[config.mk]
export PLATFORM = sky130hd
export DESIGN_NAME = serial_link_glue
export DESIGN_NICKNAME = d
export VERILOG_FILES = /design/src/sync_2ff.v /design/src/serial_link_glue.v
export VERILOG_INCLUDE_DIRS = /design/src
export SDC_FILE = /design/constraint.sdc
export NUM_CORES = 1
export LEC_CHECK = 0
export BUFFER_PORTS_ARGS = -buffer_cell sky130_fd_sc_hd__buf_2
export CORE_ASPECT_RATIO = 1.25
export CORE_MARGIN = 2
export CORE_UTILIZATION = 62
export DETAILED_ROUTE_END_ITERATION = 12
export PLACE_DENSITY = 0.85
export SYNTH_ARGS = -nofsm -noshare
export SYNTH_HDL_FRONTEND = slang
export SYNTH_SLANG_ARGS = --single-unit
[constraint.sdc]
create_clock -name clk -period 8.5 [get_ports clk]
set_input_delay 0.85 -clock clk [delete_from_list [all_inputs] [get_ports clk]]
set_output_delay 0.85 -clock clk [all_outputs]
set_load 0.005 [all_outputs]
[src/serial_link_glue_defines.vh]
`ifndef SERIAL_LINK_GLUE_DEFINES_VH
`define SERIAL_LINK_GLUE_DEFINES_VH

// register byte offsets
`define REG_CONTROL 4'h0
`define REG_STATUS 4'h4
`define REG_STROBE_COUNT 4'h8

// control register fields
`define CTRL_TX_CLK_SEL 0
`define CTRL_RX_REF_LO 1
`define CTRL_RX_REF_HI 2
`define CTRL_OSC_TO_TX_LINE 3
`define CTRL_OSC_TO_REF_LINE 4
`define CTRL_DISABLE_SRC 5
`define CTRL_SELFTEST 6
`define CTRL_WIDTH 7
`define CTRL_RESET 7'h00

// receive reference clock choices
`define RX_REF_EXT_TX 2'h0
`define RX_REF_OSC 2'h1
`define RX_REF_EXT_REF 2'h2

// status register fields
`define STAT_SIGNAL 0
`define STAT_SUPPLY_OK 1
`define STAT_LIGHT_OFF 2
`define STAT_DETECT_POL 3
`define STAT_RESET_OUT_N 4
`define STAT_PERIOD_LO 8

// read strobe low share as a fraction
`define STROBE_LOW_NUM 3
`define STROBE_LOW_DEN 5

// synchronised input bit positions
`define IN_OSC 0
`define IN_EXT_TX 1
`define IN_EXT_REF 2
`define IN_RECOVERED 3
`define IN_TX_ENABLE 4
`define IN_LIGHT_OFF 5
`define IN_SW_DISABLE 6
`define IN_DETECT_POL 7
`define IN_SIGNAL 8
`define IN_SUPPLY_OK 9
`define IN_BUTTON 10
`define IN_SER_P 11
`define IN_SER_N 12
`define IN_COUNT 13

`endif

[src/sync_2ff.v]
`timescale 1ns/10ps
module sync_2ff #(
	parameter WIDTH = 1
) (
	// clock and reset
	input wire clk,
	input wire rst,
	// asynchronous side
	input wire [WIDTH-1:0] asyncIn,
	// clock domain side
	output reg [WIDTH-1:0] syncOut
);
	reg [WIDTH-1:0] stage1;

	// first stage feeds only the second
	always @(posedge clk)
	begin
		if (rst)
		begin
			stage1 <= {WIDTH{1'b0}};
			syncOut <= {WIDTH{1'b0}};
		end
		else
		begin
			stage1 <= asyncIn;
			syncOut <= stage1;
		end
	end
endmodule

[src/serial_link_glue.v]
// Chosen here: the register offsets and the Avalon-MM slave port.
`timescale 1ns/10ps
`include "serial_link_glue_defines.vh"
module serial_link_glue #(
	parameter PERIOD_W = 8,
	parameter LOOP_LEN = 16,
	parameter LOOP_W = 8
) (
	// clock and reset
	input wire clk,
	input wire rst,
	// avalon-mm slave
	input wire [3:0] address,
	input wire read,
	input wire write,
	input wire [31:0] writedata,
	output reg [31:0] readdata,
	output wire waitrequest,
	// clock pins
	input wire oscIn,
	input wire extTxClockIn,
	output reg extTxClockOut,
	output reg extTxClockOen,
	input wire extRxRefClockIn,
	output reg extRxRefClockOut,
	output reg extRxRefClockOen,
	output reg charWriteClock,
	output reg rxRefClock,
	input wire rxRecoveredClock,
	output reg recoveredClockOut,
	// transmit side
	input wire transmitEnableIn,
	output reg fifoReadStrobe,
	input wire serDataP,
	input wire serDataN,
	output reg serOutP,
	output reg serOutN,
	input wire txLightOff,
	input wire switchTxDisable,
	// status
	input wire detectPolaritySel,
	input wire signalPresent,
	output reg linkStatus,
	input wire supplyOk,
	input wire selftestResetButton,
	output reg resetStatusN
);
	wire [`IN_COUNT-1:0] rawIn;
	wire [`IN_COUNT-1:0] s;
	reg [`CTRL_WIDTH-1:0] control;
	reg ack;
	reg [31:0] strobeCount;
	reg prevCharClock;
	reg [PERIOD_W-1:0] periodCount;
	reg [PERIOD_W-1:0] period;
	reg [PERIOD_W-1:0] lowCount;
	reg [LOOP_W-1:0] loopIndex;
	reg charClockSel;
	reg refClockSel;
	reg disableNow;
	wire charRise;
	wire [PERIOD_W+1:0] lowProduct;
	wire [PERIOD_W+1:0] lowQuotient;
	wire [PERIOD_W-1:0] lowLen;
	wire strobeFire;
	// sized copies of the ratio and loop end, so no compare or divide widens silently
	localparam integer LOW_NUM_INT = `STROBE_LOW_NUM;
	localparam integer LOW_DEN_INT = `STROBE_LOW_DEN;
	localparam integer LOOP_LAST_INT = LOOP_LEN - 1;
	localparam [PERIOD_W+1:0] LOW_NUM = LOW_NUM_INT[PERIOD_W+1:0];
	localparam [PERIOD_W+1:0] LOW_DEN = LOW_DEN_INT[PERIOD_W+1:0];
	localparam [LOOP_W-1:0] LOOP_LAST = LOOP_LAST_INT[LOOP_W-1:0];

	assign rawIn = {serDataN, serDataP, selftestResetButton, supplyOk, signalPresent, detectPolaritySel,
		switchTxDisable, txLightOff, transmitEnableIn, rxRecoveredClock, extRxRefClockIn, extTxClockIn, oscIn};

	// every pin input passes two flops
	sync_2ff #(
		.WIDTH(`IN_COUNT)
	) inSync (
		.clk(clk),
		.rst(rst),
		.asyncIn(rawIn),
		.syncOut(s)
	);

	function [31:0] readMux;
		input [3:0] addr;
		input [`CTRL_WIDTH-1:0] ctrl;
		input [31:0] stat;
		input [31:0] cnt;
		begin
			case (addr)
				`REG_CONTROL: readMux = {{(32-`CTRL_WIDTH){1'b0}}, ctrl};
				`REG_STATUS: readMux = stat;
				`REG_STROBE_COUNT: readMux = cnt;
				default: readMux = 32'h00000000;
			endcase
		end
	endfunction

	// one wait cycle on every access
	assign waitrequest = (read | write) & ~ack;

	wire [31:0] statusWord;
	assign statusWord = {{(24-PERIOD_W){1'b0}}, period, 3'h0, resetStatusN, s[`IN_DETECT_POL], disableNow,
		s[`IN_SUPPLY_OK], s[`IN_SIGNAL]};

	always @(posedge clk)
	begin
		if (rst)
		begin
			ack <= 1'b0;
			readdata <= 32'h00000000;
			control <= `CTRL_RESET;
		end
		else
		begin
			ack <= (read | write) & ~ack;
			if (read && !ack)
				readdata <= readMux(address, control, statusWord, strobeCount);
			// writes land on the edge waitrequest is seen low
			if (write && ack && address == `REG_CONTROL)
				control <= writedata[`CTRL_WIDTH-1:0];
		end
	end

	// clock muxing on sampled levels; selections meant to be static
	always @*
	begin
		charClockSel = control[`CTRL_TX_CLK_SEL] ? s[`IN_OSC] : s[`IN_EXT_TX];
		case (control[`CTRL_RX_REF_HI:`CTRL_RX_REF_LO])
			`RX_REF_EXT_TX: refClockSel = s[`IN_EXT_TX];
			`RX_REF_OSC: refClockSel = s[`IN_OSC];
			`RX_REF_EXT_REF: refClockSel = s[`IN_EXT_REF];
			default: refClockSel = s[`IN_OSC];
		endcase
		disableNow = control[`CTRL_DISABLE_SRC] ? s[`IN_SW_DISABLE] : s[`IN_LIGHT_OFF];
	end

	assign charRise = charClockSel & ~prevCharClock;
	// low share from the measured period, rise to rise so duty cycle does not matter
	assign lowProduct = {2'b00, period} * LOW_NUM;
	assign lowQuotient = lowProduct / LOW_DEN;
	assign lowLen = (lowQuotient[PERIOD_W-1:0] == {PERIOD_W{1'b0}}) ? {{(PERIOD_W-1){1'b0}}, 1'b1}
		: lowQuotient[PERIOD_W-1:0];
	assign strobeFire = control[`CTRL_SELFTEST] ? (charRise && loopIndex == LOOP_LAST)
		: (charRise && s[`IN_TX_ENABLE]);

	always @(posedge clk)
	begin
		if (rst)
		begin
			prevCharClock <= 1'b0;
			periodCount <= {PERIOD_W{1'b0}};
			period <= {PERIOD_W{1'b0}};
			lowCount <= {PERIOD_W{1'b0}};
			loopIndex <= {LOOP_W{1'b0}};
			strobeCount <= 32'h00000000;
			fifoReadStrobe <= 1'b1;
		end
		else
		begin
			prevCharClock <= charClockSel;
			if (charRise)
			begin
				periodCount <= {{(PERIOD_W-1){1'b0}}, 1'b1};
				period <= periodCount;
				if (loopIndex == LOOP_LAST)
					loopIndex <= {LOOP_W{1'b0}};
				else
					loopIndex <= loopIndex + 1'b1;
			end
			else if (periodCount != {PERIOD_W{1'b1}})
				periodCount <= periodCount + 1'b1;
			if (strobeFire)
			begin
				lowCount <= lowLen - 1'b1;
				fifoReadStrobe <= 1'b0;
				strobeCount <= strobeCount + 1'b1;
			end
			else if (lowCount != {PERIOD_W{1'b0}})
				lowCount <= lowCount - 1'b1;
			else
				fifoReadStrobe <= 1'b1;
		end
	end

	// registered pin drivers
	always @(posedge clk)
	begin
		if (rst)
		begin
			serOutP <= 1'b1;
			serOutN <= 1'b0;
			charWriteClock <= 1'b0;
			rxRefClock <= 1'b0;
			extTxClockOut <= 1'b0;
			extTxClockOen <= 1'b1;
			extRxRefClockOut <= 1'b0;
			extRxRefClockOen <= 1'b1;
			recoveredClockOut <= 1'b0;
			linkStatus <= 1'b0;
			resetStatusN <= 1'b0;
		end
		else
		begin
			serOutP <= disableNow ? 1'b1 : s[`IN_SER_P];
			serOutN <= disableNow ? 1'b0 : s[`IN_SER_N];
			charWriteClock <= charClockSel;
			rxRefClock <= refClockSel;
			extTxClockOut <= s[`IN_OSC];
			extTxClockOen <= ~control[`CTRL_OSC_TO_TX_LINE];
			extRxRefClockOut <= s[`IN_OSC];
			extRxRefClockOen <= ~control[`CTRL_OSC_TO_REF_LINE];
			// plain level copy, so a phase jump just passes through
			recoveredClockOut <= s[`IN_RECOVERED];
			linkStatus <= s[`IN_DETECT_POL] ? ~s[`IN_SIGNAL] : s[`IN_SIGNAL];
			resetStatusN <= s[`IN_SUPPLY_OK] & ~s[`IN_BUTTON];
		end
	end
endmodule

==> metrics.md, run 1 <==
| Metric | Value |
|---|---|
| Outcome | `completed` |
| Final ANT Viol Nets | `0` |
| Layout cells sized above 1 | `between 10% and 20%` |
| Yosys cell types | `73` |
| Placed Area | `roughly 7400 um^2` |
| Clock Latency Late Sink | `about 0.42 ns` |
| CTS Buf Count | `17` |
| Vias in the first global route | `5966` |
| Clk pin slew, worst setup/hold paths | `approximately 0.06 ns` |
| Post-CTS setup buffer count | `0` |
| Hold_buf cts | `0` |
| Via density | `6.11` |
| Crit path time final | `around 6.0 ns` |
| Clock tree buffer depth | `2` |
| Most frequent cells in the layout | `dfxtp_1 (141), nor2_1 (112), nand2_1 (77), buf_2 (71), a21oi_1 (64)` |
| DR iter-0 viols | `about 440` |
| Unrepaired setup endpoints after global routing | `false` |
| Seq cells post-synth | `between 100 and 150` |
| Top delay family on crit path | `compound AO/OA/AOI/OAI gates` |
| Tot Pwr | `roughly 1.6 mW` |
| Fin util | `between 70 and 80%` |
| Post-Syn Nets | `approximately 930` |
| Post-DP HPWL | `11.2 mm` |
| Commonest non-fill, non-tap cell in the layout | `dfxtp_1` |
| Placer Congestion | `0.959` |
| Top cells by area, synth | `dfxtp_1 (40%), nor2_1 (6.0%), a21oi_1 (4.6%), xor2_1 (4.4%), nand2_1 (4.1%)` |
| Root Driver | `clkbuf_16` |
| Synth top area share | `approximately two fifths` |
| CP required | `8.81 ns` |
| DIE WIDTH | `roughly 99 um` |
| Maximum clock rate | `roughly 170 MHz` |
| WL final | `about 17 mm` |
| Number of synthesized flops with an enable pin | `0` |
| Vias | `around 6.4k` |
| Least-Margin Pin Slew | `about 1.2 ns` |
| Mean Syn Cell Area | `between 8 and 9 um^2` |
| Design Area, Final | `about 8000 um^2` |
| Cells along the critical path | `ha_1, fa_1, a21o_1, a221o_1, a21oi_1, o2bb2ai_1, a22o_1, or3_1, nand2_1, nand2_1, nand3_1, o21ai_0, a21oi_1, ha_1, inv_1, o21ai_0, a32oi_1, a32o_1, a31o_1, or4b_4, mux2_4` |
| Startpoint Class | `register` |
| Port Buffers | `72` |
| WS Path Type | `reg2reg` |
| Die height | `123 um` |
| # setup viols final | `0` |
| CTS tree | `built` |
| Critical Path Sink Type | `register` |
| Clock sinks | `~140` |
| Final Slew Violations | `0` |
| Mapped Area | `7030 um^2` |
| Drt pass-1 iters | `5` |
| Leak | `approximately 3.2 nW` |
| Post-synth ARST share | `0%` |
| Antenna Cells | `0` |
| Post_cts resized | `0` |
| Setup Skew | `0.00776 ns` |
| Max VDD drop | `0.164 mV` |
| First-pass GRT wire length | `27.4 mm` |
| Area grow syn2layout | `14.1%` |
| Row cnt | `between 40 and 50` |
| Rel. slew slack | `between 10% and 20%` |
| Initial Util | `between 60% and 70%` |
| CTS H-Tree Depth | `4` |
| Ys flop type | `dfxtp_1` |
| CP peak stage delay | `0.52 ns` |
| Synthesized netlist cell count | `855` |
| Fin. Hold Viols | `0` |
| Pwr per Cell Area | `roughly 200 nW/um^2` |
| Gr usage total | `27.6%` |
| Sequential share of the synthesized area | `40.2%` |
| YS warnings | `0` |
| Filler Cell Count | `approximately 850` |
| Largest net degree at the start of global routing | `70` |
| Tcrit/Tclk final | `70.1%` |
| Final TNS setup | `0 ns` |
| WP data arrival | `about 6.3 ns` |
| Core ar. | `roughly 11000 um^2` |
| Min-Delay Path Class | `reg2reg` |
| DIE AREA | `roughly 12000 um^2` |
| Nets | `roughly 1000` |
| I/O Pins | `between 90 and 100` |
| Grt ovf | `0` |
| Crit path max fanout | `14` |
| DRC Markers | `0` |
| Initial antenna violation count | `0` |
| Dominant cell type by area after synthesis | `dfxtp_1` |
| CP bufs+invs | `1` |
| Post-DR wirelength/cell | `~16 um` |
| Crit-path slowest cell | `or4b_4` |
| Max Cap Viol | `0` |
## registers in the layout, summed over array words and instances, names as in the netlist
| name | cells |
|---|---|
| linkStatus | 1 |
| recoveredClockOut | 1 |
| resetStatusN | 1 |
| periodCount | 8 |
| lowCount | 8 |
| loopIndex | 8 |
| serOutP | 1 |
| control | 7 |
| rxRefClock | 1 |
| extRxRefClockOut | 1 |
| fifoReadStrobe | 1 |
| serOutN | 1 |
| strobeCount | 32 |
| extTxClockOen | 1 |
| ack | 1 |
| inSync.stage1 | 13 |
| readdata | 32 |
| extRxRefClockOen | 1 |
| period | 8 |
| inSync.syncOut | 13 |
| charWriteClock | 1 |
## power breakdown
| group | internal [mW] | switching, mW | leakage [nW] |
|---|---|---|---|
| combinational | 0.0706 | 0.0859 | 1.72 |
| clock | 0.452 | 0.310 | 0.292 |
| sequential | 0.687 | 0.0134 | 1.15 |
## synthesized netlist by cell type (all sizes together), types with 3 or more instances
cell,number
nor3,45
or3,11
o31ai,4
xnor2,12
nand2,78
mux2i,17
a21o,9
a31oi,4
and3,11
inv,15
mux2,10
nand4,18
and4,6
nor4,3
nor2,113
a221oi,16
o221ai,3
a21oi,64
clkbuf,38
a211oi,3
o21a,4
buf,11
ha,17
or2,5
o2111ai,4
o21ai,33
dfxtp,141
nand3,44
and2,4
xor2,35
nor2b,31
nand2b,6
## area by class of cell
type / instances / area (um^2) / area share [%]
multi-input cells: 650 / 3960 / 49.3
flip-flops and latches: 141 / 2820 / 35.2
well taps: 135 / 169 / 2.11
clock buffers: 18 / 439 / 5.47
repair buffers: 78 / 408 / 5.09
clock inverters: 14 / 171 / 2.14
inverters: 15 / 56.3 / 0.702
## logic make-up after synthesis
group / share of synthesized area (%)
compound gates: 16.2
simple gates: 26.7
flops: 40.2
mux: 4.13
xor+xnor: 5.86
buf+inv: 3.70
fa+ha+maj: 3.31
## path summary, 6_finish.rpt
check | start | cells after the start | end | slack [ns]
setup / recovery | period[0] | 21 | lowCount[3] | 2.54
hold / removal | inSync.syncOut[10] | 1 | resetStatusN | 0.39
hold reg to reg | inSync.syncOut[10] | 1 | resetStatusN | 0.39
setup reg to reg | period[0] | 21 | lowCount[3] | 2.54
## metrics by stage
stage,hold slack [ns],worst slack (ns),std cells
global placement,0.379,2.76,1019
global route,0.412,2.25,1051
finish,0.392,2.54,1051
detailed placement,0.381,2.68,1019
CTS,0.391,2.64,1051
floorplan,0.373,3.18,855
## layer usage
metal / vias up / track usage, % / routed length (um)
met1: 3015 / 32.6 / 7010
li1: 3138 / - / -
met3: 33 / 4.97 / 882
met2: 232 / 49.4 / 8660
met4: 0 / 11.5 / 378
met5: - / 0 / 0
No activity file was read; power rests on OpenSTA's default activity.
==> run 2, diff against run 1 <==
- CORE_UTILIZATION: 62 -> 58
- PLACE_DENSITY: 0.85 -> 0.8
- clock period: 8.5 -> 6.19 ns (I/O delays scaled with it)
==> run 2 against run 1 <==
- first-iteration DRC count down 28%
- fmax up 5.3%
- via count down 1.7%
- critical path depth unchanged
- cell count up 2.6%
- global-route usage down 1.9 points
- clock skew down 0.0033 ns
- die area up 6.6%
- worst hold slack better by 0.0011 ns
- utilization down 3.9 points
- combinational power up 39%
- cell area about the same
- highest routed layer unchanged
==> metrics.md, run 2 (same netlist as run 1, synthesis figures left out) <==
| Metric | Value |
|---|---|
| Vias in the first global route | `5884 (was 5966)` |
| Pwr per Cell Area | `267 nW/um^2 (was 202 nW/um^2)` |
| Least-Margin Pin Slew | `1.04 ns (was 1.20 ns)` |
| Final Slew Violations | `0 (unchanged)` |
| Maximum clock rate | `177 MHz (was 168 MHz)` |
| Clock sinks | `141 (unchanged)` |
| Initial Util | `59.9% (was 63.4%)` |
| DR iter-0 viols | `312 (was 435)` |
| Die height | `127 um (was 123 um)` |
| Antenna Cells | `0 (unchanged)` |
| Tcrit/Tclk final | `91.4% (was 70.1%)` |
| Crit-path slowest cell | `or4b_4 (unchanged)` |
| Worst Setup SP | `period[1] (was period[0])` |
| Post_cts resized | `0 (unchanged)` |
| Hold slack final | `0.393 ns (was 0.392 ns)` |
| Vias | `6308 (was 6418)` |
| Initial antenna violation count | `0 (unchanged)` |
| Top delay family on crit path | `compound AO/OA/AOI/OAI gates (unchanged)` |
| CP required | `6.49 ns (was 8.81 ns)` |
| Clock tree buffer depth | `2 (unchanged)` |
| CTS H-Tree Depth | `4 (unchanged)` |
| Clock Latency Late Sink | `0.41 ns (was 0.42 ns)` |
| I/O Pins | `98 (unchanged)` |
| Net switching power | `0.525 mW (was 0.409 mW)` |
| Part of the power in registers | `44.9% (was 43.3%)` |
| Post-CTS setup buffer count | `0 (unchanged)` |
| CP peak stage delay | `0.56 ns (was 0.52 ns)` |
| Root Driver | `clkbuf_16 (unchanged)` |
| Unrepaired setup endpoints after global routing | `false (unchanged)` |
| Largest net degree at the start of global routing | `83 (was 70)` |
| Reg2reg start | `period[1] (was period[0])` |
| Leak | `3.14 nW (was 3.16 nW)` |
| Setup Skew | `0.00446 ns (was 0.00776 ns)` |
| Area grow syn2layout | `14.2% (was 14.1%)` |
| WL final | `16.3 mm (was 16.9 mm)` |
| Post-Layout Cell Count | `1078 (was 1051)` |
| Nets | `976 (was 974)` |
| Fin. Hold Viols | `0 (unchanged)` |
| WS Path Type | `reg2reg (unchanged)` |
| Grt ovf | `0 (unchanged)` |
| Outcome | `completed (unchanged)` |
| DIE AREA | `13000 um^2 (was 12200 um^2)` |
| Layout cells sized above 1 | `15.0% (about the same)` |
| Combinational power share | `10.3% (was 9.7%)` |
| Final ANT Viol Nets | `0 (unchanged)` |
| First-pass GRT wire length | `27.2 mm (was 27.4 mm)` |
| Crit path max fanout | `7 (was 14)` |
| Via density | `5.85 (was 6.11)` |
| Fin util | `68.4% (was 72.4%)` |
| Row cnt | `44 (was 43)` |
| Clk network pwr share | `44.8% (was 47.1%)` |
| Gr usage total | `25.7% (was 27.6%)` |
| Hold_buf cts | `0 (unchanged)` |
| Placer Congestion | `0.973 (was 0.959)` |
| DRC Markers | `0 (unchanged)` |
| CP bufs+invs | `1 (unchanged)` |
| WP data arrival | `5.96 ns (was 6.27 ns)` |
| DIE WIDTH | `102 um (was 99.2 um)` |
| Post-DP HPWL | `11.2 mm (about the same)` |
| Core ar. | `11700 um^2 (was 11100 um^2)` |
| Commonest non-fill, non-tap cell in the layout | `dfxtp_1 (unchanged)` |
| Crit path time final | `5.66 ns (was 5.96 ns)` |
| Final TNS setup | `0 ns (unchanged)` |
| # setup viols final | `0 (unchanged)` |
| Min-Delay Path Class | `reg2reg (unchanged)` |
| Cells along the critical path | `ha_1, fa_1, a21o_1, a221o_1, mux2_2, a21oi_1, nor2_1, o2111a_1, nor2_1, nand2_1, nand3_1, o21ai_0, a21oi_1, ha_1, inv_1, a221oi_2, o221a_2, a41oi_1, a21boi_1, or4b_4, mux2_4 (was ha_1, fa_1, a21o_1, a221o_1, a21oi_1, o2bb2ai_1, a22o_1, or3_1, nand2_1, nand2_1, nand3_1, o21ai_0, a21oi_1, ha_1, inv_1, o21ai_0, a32oi_1, a32o_1, a31o_1, or4b_4, mux2_4)` |
| CTS Buf Count | `17 (unchanged)` |
| Critical Path Sink Type | `register (unchanged)` |
| Rel. slew slack | `30.4% (was 19.5%)` |
| Startpoint Class | `register (unchanged)` |
| Max VDD drop | `0.243 mV (was 0.164 mV)` |
| Internal Power | `1.61 mW (was 1.21 mW)` |
| Most frequent cells in the layout | `dfxtp_1 (141), nor2_1 (112), nand2_1 (77), buf_2 (71), a21oi_1 (64) (unchanged)` |
| Clk pin slew, worst setup/hold paths | `0.06 ns (about the same)` |
| Drt pass-1 iters | `8 (was 5)` |
| Filler Cell Count | `955 (was 845)` |
| CTS tree | `built (unchanged)` |
| Port Buffers | `72 (unchanged)` |
| Inst Count DP | `1047 (was 1019)` |
| Hold_sp | `inSync.syncOut[10] (unchanged)` |
| Max Cap Viol | `0 (unchanged)` |
| Post-DR wirelength/cell | `15.1 um (was 16.1 um)` |
| Regs by FF count | `readdata x32, strobeCount x32 (unchanged)` |
| Switch share | `24.5% (was 25.3%)` |
| Worst reg-to-reg setup slack | `0.53 ns (was 2.54 ns)` |
-- run 2: cell count changes in the layout (fill, tap and decap cells not counted) --
| cell | change |
|---|---|
| clkinvlp_4 | +2 |
| inv_6 | -1 |
| inv_8 | -4 |
| clkinv_2 | +2 |
| buf_4 | +2 |
| clkbuf_8 | +1 |
| bufinv_16 | -1 |
-- run 2: layout make-up --
cell class	instances	area (um^2)	share of cell area (%)
timing repair buffer	80	423	5.27
clock inverter	12	113	1.40
sequential	141	2820	35.2
clock buffer	19	453	5.64
multi-input combinational	650	3960	49.3
inverter	15	56.3	0.702
tap	161	201	2.51
-- run 2: metrics by stage --
step / power (mW) / setup slack [ns] / area [um^2]
floorplan: 1.14 / 0.868 / 7030
global placement: 1.19 / 0.677 / 7460
detailed placement: 1.20 / 0.617 / 7460
CTS: 2.15 / 0.593 / 8020
global route: 2.22 / 0.0667 / 8020
finish: 2.14 / 0.533 / 8020
-- run 2: final timing paths --
kind	cells after the start	endpoint
min reg2reg	1	resetStatusN
max	21	lowCount[3]
min	1	resetStatusN
max reg2reg	21	lowCount[3]
-- run 2: power by group through the flow --
| stage | Sequential (mW) | Combinational (mW) | Clock, mW |
|---|---|---|---|
| after global placement | 0.979 | 0.212 | 0 |
| after CTS | 0.960 | 0.221 | 0.966 |
| after global routing | 0.964 | 0.243 | 1.02 |
| after detailed placement | 0.980 | 0.219 | 0 |
| after floorplan | 0.977 | 0.164 | 0 |
| final | 0.961 | 0.219 | 0.958 |
-- run 2: routing by layer --
| layer | up-vias | share of wire (%) | GRT usage, % |
|---|---|---|---|
| met5 | - | 0 | 0 |
| met2 | 186 | 52 | 44.5 |
| met1 | 2954 | 42 | 31.2 |
| met4 | 0 | 1.5 | 8.39 |
| met3 | 27 | 4.7 | 5.96 |
| li1 | 3141 | - | - |
==> run 3, diff against run 2 <==
- PLACE_DENSITY: 0.8 -> 0.9
==> run 3 against run 2 <==
- die area did not move
- clock power increased by 17%
- first-iteration DRC count rose by 60%
- cell area is 0.83% higher
- worst hold slack better by 0.0038 ns
- count of clock-buffer cells in the layout fell by 2
- sequential cell count did not move
- critical path type unchanged
- critical endpoint unchanged
==> metrics.md, run 3 (same netlist as run 1, synthesis figures left out) <==
| Metric | Value |
|---|---|
| Outcome | `completed (unchanged)` |
| CP required | `6.50 ns (was 6.49 ns)` |
| CTS Buf Count | `17 (unchanged)` |
| Critical Path Sink Type | `register (unchanged)` |
| Clk network pwr share | `48.6% (was 44.8%)` |
| Placer Congestion | `0.984 (was 0.973)` |
| Hold_buf cts | `0 (unchanged)` |
| Most frequent cells in the layout | `dfxtp_1 (141), nor2_1 (112), nand2_1 (77), buf_2 (71), a21oi_1 (64) (unchanged)` |
| Initial antenna violation count | `0 (unchanged)` |
| Crit path time final | `5.73 ns (was 5.66 ns)` |
| Leak | `3.18 nW (was 3.14 nW)` |
| Crit path max fanout | `7 (unchanged)` |
| CP peak stage delay | `0.56 ns (about the same)` |
| Top delay family on crit path | `compound AO/OA/AOI/OAI gates (unchanged)` |
| Pwr per Cell Area | `285 nW/um^2 (was 267 nW/um^2)` |
| Combinational power share | `9.6% (was 10.3%)` |
| Vias in the first global route | `6204 (was 5884)` |
| Clock tree buffer depth | `2 (unchanged)` |
| Switch share | `23.8% (was 24.5%)` |
| Tcrit/Tclk final | `92.6% (was 91.4%)` |
| Core ar. | `11700 um^2 (unchanged)` |
| Clock Latency Late Sink | `0.42 ns (was 0.41 ns)` |
| WS Path Type | `reg2reg (unchanged)` |
| Clock sinks | `141 (unchanged)` |
| Least-Margin Pin Slew | `1.33 ns (was 1.04 ns)` |
| Post-DR wirelength/cell | `16.7 um (was 15.1 um)` |
| # setup viols final | `0 (unchanged)` |
| Fin util | `69.0% (was 68.4%)` |
| Grt ovf | `0 (unchanged)` |
| Post-Layout Cell Count | `1076 (was 1078)` |
| Fin. Hold Viols | `0 (unchanged)` |
| WL final | `17.9 mm (was 16.3 mm)` |
| Net switching power | `0.547 mW (was 0.525 mW)` |
| DIE WIDTH | `102 um (unchanged)` |
| Final ANT Viol Nets | `0 (unchanged)` |
| First-pass GRT wire length | `29.0 mm (was 27.2 mm)` |
| Antenna Cells | `0 (unchanged)` |
| Max Cap Viol | `0 (unchanged)` |
| CTS H-Tree Depth | `4 (unchanged)` |
| I/O Pins | `98 (unchanged)` |
| Tot Pwr | `2.30 mW (was 2.14 mW)` |
| Vias | `6563 (was 6308)` |
| Filler Cell Count | `857 (was 955)` |
| CTS tree | `built (unchanged)` |
| Port Buffers | `72 (unchanged)` |
| DRC Markers | `0 (unchanged)` |
| Post_cts resized | `0 (unchanged)` |
| Part of the power in registers | `41.8% (was 44.9%)` |
| Row cnt | `44 (unchanged)` |
| Internal Power | `1.76 mW (was 1.61 mW)` |
| Regs by FF count | `readdata x32, strobeCount x32 (unchanged)` |
| Unrepaired setup endpoints after global routing | `false (unchanged)` |
| Rel. slew slack | `11.3% (was 30.4%)` |
| Max VDD drop | `0.185 mV (was 0.243 mV)` |
| Area grow syn2layout | `15.1% (was 14.2%)` |
| WP data arrival | `6.04 ns (was 5.96 ns)` |
| Final TNS setup | `0 ns (unchanged)` |
| Via density | `6.10 (was 5.85)` |
| Min-Delay Path Class | `reg2reg (unchanged)` |
| Post-DP HPWL | `11.3 mm (was 11.2 mm)` |
| Startpoint Class | `register (unchanged)` |
| Crit-path slowest cell | `or4b_4 (unchanged)` |
| CP bufs+invs | `1 (unchanged)` |
| Cells along the critical path | `ha_1, fa_1, a21o_1, a221o_1, mux2_2, a21oi_1, nor2_1, o2111a_1, nor2_1, nand2_1, nand3_1, o21ai_0, a21oi_1, ha_1, inv_1, a221oi_2, o221a_2, a41oi_1, a21boi_1, or4b_4, mux2_4 (unchanged)` |
| Post-CTS setup buffer count | `0 (unchanged)` |
| Hold slack final | `0.397 ns (was 0.393 ns)` |
| DR iter-0 viols | `500 (was 312)` |
| Inst Count DP | `1046 (was 1047)` |
| Largest net degree at the start of global routing | `73 (was 83)` |
| Maximum clock rate | `174 MHz (was 177 MHz)` |
| Nets | `975 (was 976)` |
| Setup Skew | `0.00632 ns (was 0.00446 ns)` |
| Gr usage total | `27.7% (was 25.7%)` |
| Die height | `127 um (unchanged)` |
| Root Driver | `clkbuf_16 (unchanged)` |
| Final Slew Violations | `0 (unchanged)` |
| DIE AREA | `13000 um^2 (unchanged)` |
| Clk pin slew, worst setup/hold paths | `0.06 ns (about the same)` |
| Drt pass-1 iters | `5 (was 8)` |
| Initial Util | `59.9% (unchanged)` |
| Commonest non-fill, non-tap cell in the layout | `dfxtp_1 (unchanged)` |
| Layout cells sized above 1 | `14.9% (was 15.0%)` |
-- run 3: cell type report --
class                      instances  area (um^2)  share of cell area [%]
clock buffer                      17          425                    5.26
clock inverter                    13          214                    2.64
inverter                          15         56.3                   0.696
multi-input combinational        650         3960                    48.9
sequential                       141         2820                    34.9
tap                              161          201                    2.49
timing repair buffer              79          415                    5.13
-- run 3: final timing paths --
check	from	endpoint	slack (ns)	depth (start not counted)
worst max register to register	period[1]	lowCount[3]	0.46	21
worst max-delay path	period[1]	lowCount[3]	0.46	21
worst min register to register	inSync.syncOut[10]	resetStatusN	0.40	1
worst min-delay path	inSync.syncOut[10]	resetStatusN	0.40	1
-- run 3: per-stage QoR --
step / setup WS (ns) / area [um^2]
final: 0.456 / 8090
after global routing: 0.0778 / 8090
after CTS: 0.544 / 8090
after detailed placement: 0.589 / 7450
after global placement: 0.672 / 7450
after floorplan: 0.868 / 7030
-- run 3: power by group through the flow --
stage | Combinational [mW] | Clock [mW] | Sequential (mW)
3_5_place_dp | 0.214 | 0 | 0.981
3_3_place_gp | 0.208 | 0 | 0.979
5_1_grt | 0.242 | 1.16 | 0.964
2_1_floorplan | 0.164 | 0 | 0.977
4_1_cts | 0.219 | 1.12 | 0.962
6_report | 0.222 | 1.12 | 0.962
-- run 3: layer usage --
layer  GRT usage (%)  vias up  share of wire (%)
met1            32.5     3119                 40
li1                -     3130                  -
met4            11.6        0                2.8
met3            6.46       48                5.5
met5               0        -                  0
met2            48.0      266                 52
